===== src/logic/sbdf_pkg.sv =====
// shared constants, register layouts and types of the baud divider and fifo config block
package sbdf_pkg;
    // wishbone byte offsets of the registers
    localparam logic [7:0] ADDR_BAUD_DIV = 8'h00;
    localparam logic [7:0] ADDR_BAUD_FRAC = 8'h04;
    localparam logic [7:0] ADDR_FIFO_CFG = 8'h08;
    localparam logic [7:0] ADDR_IRQ_STATUS = 8'h0C;
    localparam logic [7:0] ADDR_IRQ_MASK = 8'h10;
    // reset values, all zero
    localparam logic [7:0] RST_BYTE = 8'h00;
    localparam logic [3:0] RST_NIBBLE = 4'h0;
    // divider figures
    localparam logic [4:0] DIV_CODE0_N = 5'h10; // integer code 0 means 16
    localparam logic [4:0] FRAC_PERIODS = 5'h10; // fraction cycle of 16 outputs
    localparam logic [1:0] TAP_DIV4_MASK = 2'h3;
    localparam logic [3:0] TAP_DIV16_MASK = 4'hF;
    localparam logic [5:0] TAP_DIV64_MASK = 6'h3F;
    // fifo depths in bytes
    localparam logic [2:0] DEPTH_NONE = 3'h0;
    localparam logic [2:0] DEPTH_HALF = 3'h4;
    localparam logic [2:0] DEPTH_FULL = 3'h2;
    // interrupt status bit positions
    localparam int IRQ_TX = 0;
    localparam int IRQ_RX = 1;
    localparam int IRQ_TX_OFF = 2;
    localparam int IRQ_RX_OFF = 3;
    localparam int IRQ_W = 4;

    // prescaler tap codes
    typedef enum logic [1:0] {
        SBDF_TAP_DIV1 = 2'b00,
        SBDF_TAP_DIV4 = 2'b01,
        SBDF_TAP_DIV16 = 2'b10,
        SBDF_TAP_DIV64 = 2'b11
    } sbdf_tap_e;

    // transfer direction set by the channel mode
    typedef enum logic [1:0] {
        SBDF_DPX_OFF = 2'b00,
        SBDF_DPX_HALF_RX = 2'b01,
        SBDF_DPX_HALF_TX = 2'b10,
        SBDF_DPX_FULL = 2'b11
    } sbdf_duplex_e;

    // baud_divider_control layout
    typedef struct packed {
        logic spare;
        logic frac_enable;
        sbdf_tap_e generator_clock_select;
        logic [3:0] integer_divisor;
    } sbdf_brcr_s;

    // fifo_configuration layout
    typedef struct packed {
        logic [2:0] spare;
        logic rx_bytes_used_select;
        logic tx_fifo_irq_enable;
        logic rx_fifo_irq_enable;
        logic auto_disable_control;
        logic fifo_enable;
    } sbdf_fcnf_s;
endpackage


===== src/logic/sbdf_top.sv =====
// baud rate generator and fifo configuration registers behind a wishbone slave
`timescale 1ns/1ps
module sbdf_top (
    input wire logic core_clk,
    input wire logic rst_n,
    // classic wishbone slave
    input wire logic wb_cyc_i,
    input wire logic wb_stb_i,
    input wire logic wb_we_i,
    input wire logic [7:0] wb_adr_i,
    input wire logic [3:0] wb_sel_i,
    input wire logic [31:0] wb_dat_i,
    output logic [31:0] wb_dat_o,
    output logic wb_ack_o,
    // channel mode from the rest of the serial channel
    input wire logic uart_mode,
    input wire logic [1:0] duplex_mode,
    input wire logic [2:0] rx_fill_level,
    // datapath conditions and interrupt requests
    input wire logic tx_path_empty,
    input wire logic rx_buffers_full,
    input wire logic tx_fifo_req,
    input wire logic rx_fifo_req,
    // generator and fifo configuration results
    output logic baud_tick,
    output logic fifo_enable,
    output logic [2:0] rx_fifo_depth,
    output logic [2:0] tx_fifo_depth,
    output logic [2:0] rx_depth_used,
    output logic tx_irq,
    output logic rx_irq,
    output logic tx_enable_clear,
    output logic rx_enable_clear,
    output logic irq
);
    // reset release through two flops
    logic rst_meta_n;
    logic rst_sync_n;

    always_ff @(posedge core_clk or negedge rst_n) begin
        if (!rst_n) begin
            rst_meta_n <= 1'b0;
            rst_sync_n <= 1'b0;
        end else begin
            rst_meta_n <= 1'b1;
            rst_sync_n <= rst_meta_n;
        end
    end

    // ---------------- register file ----------------
    sbdf_pkg::sbdf_brcr_s brcr; // baud_divider_control
    sbdf_pkg::sbdf_brcr_s next_brcr;
    logic [3:0] frac_k; // baud_fraction_control, fraction_k_value
    logic [3:0] next_frac_k;
    sbdf_pkg::sbdf_fcnf_s fcnf; // fifo_configuration
    sbdf_pkg::sbdf_fcnf_s next_fcnf;
    logic [sbdf_pkg::IRQ_W-1:0] irq_status; // sticky events
    logic [sbdf_pkg::IRQ_W-1:0] next_irq_status;
    logic [sbdf_pkg::IRQ_W-1:0] irq_mask; // one enables the event
    logic [sbdf_pkg::IRQ_W-1:0] next_irq_mask;
    logic ack; // registered acknowledge
    logic next_ack;
    logic [31:0] rdata; // registered read data
    logic [31:0] next_rdata;
    logic [sbdf_pkg::IRQ_W-1:0] irq_event; // this cycle's events

    logic req; // request waiting for its answer
    logic wr_now; // write commits on the acknowledge edge
    logic lane0; // all fields sit in byte lane 0

    assign req = wb_cyc_i & wb_stb_i & ~ack;
    assign wr_now = wb_cyc_i & wb_stb_i & ack & wb_we_i & lane0;
    assign lane0 = wb_sel_i[0];

    // next register values, read data and acknowledge
    always_comb begin
        next_brcr = brcr;
        next_frac_k = frac_k;
        next_fcnf = fcnf;
        next_irq_mask = irq_mask;
        next_irq_status = irq_status;
        next_ack = req; // one wait cycle, then ack for one cycle
        next_rdata = 32'h0000_0000; // upper bits and unmapped read zero
        if (req && !wb_we_i) begin
            unique case (wb_adr_i)
                sbdf_pkg::ADDR_BAUD_DIV: next_rdata[7:0] = brcr;
                sbdf_pkg::ADDR_BAUD_FRAC: next_rdata[3:0] = frac_k;
                sbdf_pkg::ADDR_FIFO_CFG: next_rdata[7:0] = fcnf;
                sbdf_pkg::ADDR_IRQ_STATUS: next_rdata[3:0] = irq_status;
                sbdf_pkg::ADDR_IRQ_MASK: next_rdata[3:0] = irq_mask;
                default: next_rdata = 32'h0000_0000;
            endcase
        end
        if (wr_now) begin
            unique case (wb_adr_i)
                sbdf_pkg::ADDR_BAUD_DIV: next_brcr = wb_dat_i[7:0];
                // software owns K legality and its write order
                sbdf_pkg::ADDR_BAUD_FRAC: next_frac_k = wb_dat_i[3:0];
                sbdf_pkg::ADDR_FIFO_CFG: next_fcnf = wb_dat_i[7:0];
                sbdf_pkg::ADDR_IRQ_STATUS: begin
                    // write one clears
                    next_irq_status = irq_status & ~wb_dat_i[3:0];
                end
                sbdf_pkg::ADDR_IRQ_MASK: next_irq_mask = wb_dat_i[3:0];
                default: next_irq_mask = irq_mask; // unmapped write ignored
            endcase
        end
        // a fresh event wins over a clear in the same cycle
        next_irq_status = next_irq_status | irq_event;
    end

    // register the file
    always_ff @(posedge core_clk or negedge rst_sync_n) begin
        if (!rst_sync_n) begin
            brcr <= sbdf_pkg::RST_BYTE;
            frac_k <= sbdf_pkg::RST_NIBBLE;
            fcnf <= sbdf_pkg::RST_BYTE;
            irq_status <= sbdf_pkg::RST_NIBBLE;
            irq_mask <= sbdf_pkg::RST_NIBBLE;
            ack <= 1'b0;
            rdata <= 32'h0000_0000;
        end else begin
            brcr <= next_brcr;
            frac_k <= next_frac_k;
            fcnf <= next_fcnf;
            irq_status <= next_irq_status;
            irq_mask <= next_irq_mask;
            ack <= next_ack;
            rdata <= next_rdata;
        end
    end

    assign wb_ack_o = ack;
    assign wb_dat_o = rdata;
    assign irq = |(irq_status & irq_mask);

    // ---------------- baud rate generator ----------------
    logic [5:0] presc; // free running prescaler
    logic [5:0] next_presc;
    logic [4:0] div_cnt; // tap enables seen this period
    logic [4:0] next_div_cnt;
    logic [3:0] frac_phase; // position within 16 output periods
    logic [3:0] next_frac_phase;
    logic tick; // registered generator output
    logic next_tick;
    logic tap_en; // selected tap enable
    logic [4:0] div_n; // integer divisor 1..16
    logic frac_on; // fraction active
    logic add_one; // this period is N+1 long
    logic [4:0] last_cnt; // final count of this period

    // tap selection, divisor decode and period length
    always_comb begin
        unique case (brcr.generator_clock_select)
            sbdf_pkg::SBDF_TAP_DIV1: tap_en = 1'b1;
            sbdf_pkg::SBDF_TAP_DIV4: tap_en = presc[1:0] == sbdf_pkg::TAP_DIV4_MASK;
            sbdf_pkg::SBDF_TAP_DIV16: tap_en = presc[3:0] == sbdf_pkg::TAP_DIV16_MASK;
            sbdf_pkg::SBDF_TAP_DIV64: tap_en = presc == sbdf_pkg::TAP_DIV64_MASK;
        endcase
        // code zero stands for sixteen
        div_n = (brcr.integer_divisor == 4'h0) ? sbdf_pkg::DIV_CODE0_N
              : {1'b0, brcr.integer_divisor};
        // K is ignored outside uart mode or with the fraction off
        frac_on = brcr.frac_enable & uart_mode;
        // the long periods come first in each group of 16
        add_one = frac_on
                & ({1'b0, frac_phase} < (sbdf_pkg::FRAC_PERIODS - {1'b0, frac_k}));
        last_cnt = div_n + {4'h0, add_one} - 5'h01;
    end

    // next state of the generator
    always_comb begin
        next_presc = presc + 6'h01;
        next_div_cnt = div_cnt;
        next_frac_phase = frac_phase;
        next_tick = 1'b0;
        if (tap_en) begin
            // a shrinking divisor never strands the counter above its end
            if (div_cnt >= last_cnt) begin
                next_div_cnt = 5'h00;
                next_tick = 1'b1;
                next_frac_phase = frac_on ? frac_phase + 4'h1 : 4'h0;
            end else begin
                next_div_cnt = div_cnt + 5'h01;
            end
        end
    end

    always_ff @(posedge core_clk or negedge rst_sync_n) begin
        if (!rst_sync_n) begin
            presc <= 6'h00;
            div_cnt <= 5'h00;
            frac_phase <= 4'h0;
            tick <= 1'b0;
        end else begin
            presc <= next_presc;
            div_cnt <= next_div_cnt;
            frac_phase <= next_frac_phase;
            tick <= next_tick;
        end
    end

    // divisor 1 is only meaningful for double-buffered clocked mode; software keeps to that
    assign baud_tick = tick;

    // ---------------- fifo configuration ----------------
    logic [2:0] next_rx_depth;
    logic [2:0] next_tx_depth;
    logic [2:0] next_rx_used;
    logic next_tx_irq;
    logic next_rx_irq;
    logic next_tx_clr;
    logic next_rx_clr;
    logic empty_d; // delayed condition for edge detect
    logic full_d;
    logic empty_rise;
    logic full_rise;

    // depth split, interrupt gating and automatic disable
    always_comb begin
        next_rx_depth = sbdf_pkg::DEPTH_NONE;
        next_tx_depth = sbdf_pkg::DEPTH_NONE;
        if (fcnf.fifo_enable) begin
            unique case (sbdf_pkg::sbdf_duplex_e'(duplex_mode))
                sbdf_pkg::SBDF_DPX_OFF: next_rx_depth = sbdf_pkg::DEPTH_NONE;
                sbdf_pkg::SBDF_DPX_HALF_RX: next_rx_depth = sbdf_pkg::DEPTH_HALF;
                sbdf_pkg::SBDF_DPX_HALF_TX: next_tx_depth = sbdf_pkg::DEPTH_HALF;
                sbdf_pkg::SBDF_DPX_FULL: begin
                    next_rx_depth = sbdf_pkg::DEPTH_FULL;
                    next_tx_depth = sbdf_pkg::DEPTH_FULL;
                end
            endcase
        end
        // limit to the fill level, never above the configured depth
        next_rx_used = next_rx_depth;
        if (fcnf.rx_bytes_used_select && rx_fill_level < next_rx_depth) begin
            next_rx_used = rx_fill_level;
        end
        // the enable bits only gate while the fifo is in use
        next_tx_irq = tx_fifo_req & (fcnf.tx_fifo_irq_enable | ~fcnf.fifo_enable);
        next_rx_irq = rx_fifo_req & (fcnf.rx_fifo_irq_enable | ~fcnf.fifo_enable);
        // act once per arrival of the condition, not every cycle it holds
        next_tx_clr = 1'b0;
        next_rx_clr = 1'b0;
        if (fcnf.auto_disable_control) begin
            unique case (sbdf_pkg::sbdf_duplex_e'(duplex_mode))
                sbdf_pkg::SBDF_DPX_OFF: next_tx_clr = 1'b0;
                sbdf_pkg::SBDF_DPX_HALF_RX: next_rx_clr = full_rise;
                sbdf_pkg::SBDF_DPX_HALF_TX: next_tx_clr = empty_rise;
                sbdf_pkg::SBDF_DPX_FULL: begin
                    next_tx_clr = empty_rise | full_rise;
                    next_rx_clr = empty_rise | full_rise;
                end
            endcase
        end
        irq_event = '0;
        irq_event[sbdf_pkg::IRQ_TX] = next_tx_irq;
        irq_event[sbdf_pkg::IRQ_RX] = next_rx_irq;
        irq_event[sbdf_pkg::IRQ_TX_OFF] = next_tx_clr;
        irq_event[sbdf_pkg::IRQ_RX_OFF] = next_rx_clr;
    end

    assign empty_rise = tx_path_empty & ~empty_d;
    assign full_rise = rx_buffers_full & ~full_d;

    // register the configuration results
    always_ff @(posedge core_clk or negedge rst_sync_n) begin
        if (!rst_sync_n) begin
            rx_fifo_depth <= sbdf_pkg::DEPTH_NONE;
            tx_fifo_depth <= sbdf_pkg::DEPTH_NONE;
            rx_depth_used <= sbdf_pkg::DEPTH_NONE;
            tx_irq <= 1'b0;
            rx_irq <= 1'b0;
            tx_enable_clear <= 1'b0;
            rx_enable_clear <= 1'b0;
            empty_d <= 1'b1; // path starts empty, no false edge
            full_d <= 1'b0;
        end else begin
            rx_fifo_depth <= next_rx_depth;
            tx_fifo_depth <= next_tx_depth;
            rx_depth_used <= next_rx_used;
            tx_irq <= next_tx_irq;
            rx_irq <= next_rx_irq;
            tx_enable_clear <= next_tx_clr;
            rx_enable_clear <= next_rx_clr;
            empty_d <= tx_path_empty;
            full_d <= rx_buffers_full;
        end
    end

    assign fifo_enable = fcnf.fifo_enable;
endmodule


===== config.mk =====
export PLATFORM = sky130hd
export DESIGN_NAME = sbdf_top
export DESIGN_NICKNAME = d
export VERILOG_FILES = /design/src/logic/sbdf_pkg.sv /design/src/logic/sbdf_top.sv
export SDC_FILE = /design/constraint.sdc
export NUM_CORES = 1
export LEC_CHECK = 0
export BUFFER_PORTS_ARGS = -buffer_cell sky130_fd_sc_hd__buf_2
export CAP_MARGIN = 10
export CORE_MARGIN = 8
export CORE_UTILIZATION = 46
export DETAILED_ROUTE_END_ITERATION = 8
export PLACE_DENSITY = 0.87
export SLEW_MARGIN = 25
export SYNTH_ARGS = -nofsm -noshare
export SYNTH_HDL_FRONTEND = slang
export SYNTH_SLANG_ARGS = --single-unit

===== constraint.sdc =====
create_clock -name core_clk -period 1.9 [get_ports core_clk]
set_input_delay 0.095 -clock core_clk [delete_from_list [all_inputs] [get_ports core_clk]]
set_output_delay 0.095 -clock core_clk [all_outputs]
set_load 0.02 [all_outputs]

==> results.toml <==
[floorplan]
die_height_um = 102
die-area_um2 = 10500
die_w_um = 102
core_um2 = 7250
pin_count = 108
rows = 31
start_util_pct = 47.2

[pwr]
power_density_nw_per_um2 = 840
total_power_mw = 3.72
ir_drop_mv = 0.608
leakagePower_nw = 2.24

[status]
violations = "setup timing"
status = "finished, violations left"

[yosys]
synthTopCellsByArea = "dfrtp_1 48%, buf_4 6.1%, mux2_2 5.6%"
async_reset_ff_share_pct = 100
ys.warnings.count = 0
synth_edf_count = 0
netlist.area_leader.share_pct = 48.2
ys_seq_area_share_pct = 49.0
avgSynthCellArea_um2 = 11.1
synth_area_leader_cell = "dfrtp_1"
ys.flop_type = "dfrtp_1"
syn-cell-area_um2 = 3430
synth.distinct_cells = 49
synth_cells = 309
ys_seq_elements = 67

[worst_setup_path]
cpLargestDelayFamily = "adder cells"
required_ps = 2170
cpPeakStageDelay_ps = 410
end_kind = "flip-flop"
crit_path_top_delay_cell = "or3_4"
crit_arrival_ps = 3740
worstPathCellList = "inv_2 > ha_4 > xor2_1 > ha_1 > a21boi_2 > o21ai_2 > a22oi_2 > ha_2 > ha_4 > xnor2_1 > or3_4 > ha_4 > nand2_2 > o21a_4 > or3_4 > o21ai_2"
crit_buf_inv = 1
worst-setup-path-type = "flip-flop to flip-flop"
cp-start-kind = "flip-flop"
timing.critical_path.mode_cell = "ha_4"
crit_fanout = 5

[clock_network]
cts.clk_slew.worst_paths_ps = 70
cts_buffers = 9
cts_max_path_buffers = 2
h-tree-depth = 3
numClockSinks = 67
cts_tree = "built"
cts_root_buf = "clkbuf_8"
clk_latency_ps = 340

[placed_design]
portBuffers = 54
post_dp_cell_area_um2 = 3930
gp_congestion = 0.820
dp_slack_ps = -1650
dp_hpwl_um = 6180

[run]
drv_cap = 0

[global_route]
track_usage_pct = 16.7
grt_max_degree = 29
antenna_found_initial = 0
first_global_vias = 2901
grt_pass1_wl_um = 13800
grt_overflow = 0

[timing]
fmax_mhz = 289
rsz0062_at_grt = "true"
setup_violations = 10
tightest_slew_ps = 609
slew_violations = 0
hold_viol_final = 0
layout_setup_ws_ps = -1560
post-route-min-period_ps = 3460
period_share_pct = 182
finClkSkew_ps = 5.33
slew_headroom_pct = 59.4

[drt]
ant_nets = 0
wl_per_cell_um = 16.7
first_pass_iters = 5
drt-total-wl_um = 8600
num_vias = 2689
viasPerCell = 5.23
drcViolationCount = 0
drt_iter0_markers = 161

[cells_and_area]
num_antenna_cells = 0
final_area_um2 = 4430
drive_gt1_share_pct = 38.8
most-common-layout-cells = "65 x dfrtp_1, 54 x buf_2, 29 x buf_4, 27 x conb_1, 26 x nand2_1"
final_util_pct = 61.1
fillCellCount = 566
final_common_cell = "dfrtp_1"
nNetsFinal = 484
area_growth_pct = 29.2

[worst_hold_path]
hp-class = "input pin to flip-flop"
## stage by stage
stage	setup TNS [ps]	std cells	hold slack [ps]
final	-14990	514	1.59
after global routing	-16180	514	13.8
after CTS	-14710	511	5.80
after detailed placement	-15600	482	-116
after global placement	-13260	482	-119
after floorplan	-11740	334	-201
## power by group
group	switching (mW)	internal (mW)	total (mW)
clock	0.554	0.909	1.46
combinational	0.358	0.328	0.686
sequential	0.0780	1.49	1.57
## logic make-up after synthesis
kind of cell | Yosys count | share of synthesized area (%)
simple gates | 86 | 13.9
flops | 67 | 49.0
compound gates | 56 | 10.4
buf+inv | 45 | 8.47
mux | 29 | 10.3
fa+ha+maj | 15 | 5.48
xor+xnor | 9 | 2.30
other cells | 2 | 0.219
## worst reg2reg max path, cell delays in order, from the launching register on
cell	delay, ps
dfrtp_1	400
inv_2	90
ha_4	140
xor2_1	160
ha_1	250
a21boi_2	160
o21ai_2	140
a22oi_2	110
ha_2	230
ha_4	160
xnor2_1	120
or3_4	340
ha_4	280
nand2_2	60
o21a_4	220
or3_4	410
o21ai_2	130
## timing repair
action | in CTS | in global routing
pin swaps | 5 | 10
setup endpoints to repair | 10 | 10
gates resized for setup | 8 | 16
cloned | 0 | 0
hold buffers | 10 | 0
hold endpoints to repair | 12 | 0
setup buffers | 3 | 3
## final timing paths
check                                       from                    endpoint  depth (start not counted)  slack [ps]
max                        frac_k[0]$_DFFE_PN0P_   frac_phase[0]$_DFFE_PN0P_                         16       -1560
min                             rx_fill_level[2]  rx_depth_used[2]$_DFF_PN0_                          3           2
max reg2reg                frac_k[0]$_DFFE_PN0P_   frac_phase[0]$_DFFE_PN0P_                         16       -1560
min reg2reg                 rst_sync_n$_DFF_PN0_         fcnf[4]$_DFFE_PN0P_                          0         250
max in group asynchronous   rst_sync_n$_DFF_PN0_       frac_k[3]$_DFFE_PN0P_                          1        1040
min in group asynchronous                  rst_n        rst_meta_n$_DFF_PN0_                          2          60
## cells in the mapped netlist (2+ instances only)
cell and number:
a21boi_0 3, a21o_1 6, a21oi_1 10, a22o_1 2, a22oi_1 11, and2_1 4
and3_1 2, buf_4 28, buf_6 2, conb_1 2, dfrtp_1 66, ha_1 15
inv_1 14, mux2_2 17, mux2_4 8, mux2i_1 4, nand2_1 27, nand2b_1 4
nand3_1 8, nand3b_1 2, nand4_1 2, nor2_1 14, nor2b_1 2, nor3_1 6
o21ai_0 15, o21ai_1 2, o31ai_1 2, or3_1 3, xnor2_1 5, xor2_1 4
## flip-flops by register name, indices dropped and copies added, names as in the netlist, 2 cells and up
name           flops
irq_status         4
presc              6
rx_depth_used      3
brcr               8
fcnf               7
frac_k             4
wb_dat_o           8
frac_phase         4
rx_fifo_depth      2
irq_mask           4
div_cnt            5
## layer usage
metal	wire length, um	track usage (%)
met3	679	5.45
met2	4410	28.6
met1	3390	19.0
met5	0	0
met4	120	5.76
## area by class of cell
class                           count  area (um^2)  share of cell area [%]
Tap cell                           99          124                    2.80
Inverter                           14         52.6                    1.19
Multi-Input combinational cell    222         1690                    38.2
Clock buffer                       10          138                    3.11
Clock inverter                      6          111                    2.51
Sequential cell                    67         1680                    37.9
Timing Repair Buffer               96          631                    14.2
Note: power is estimated with default switching activity, not from simulation.
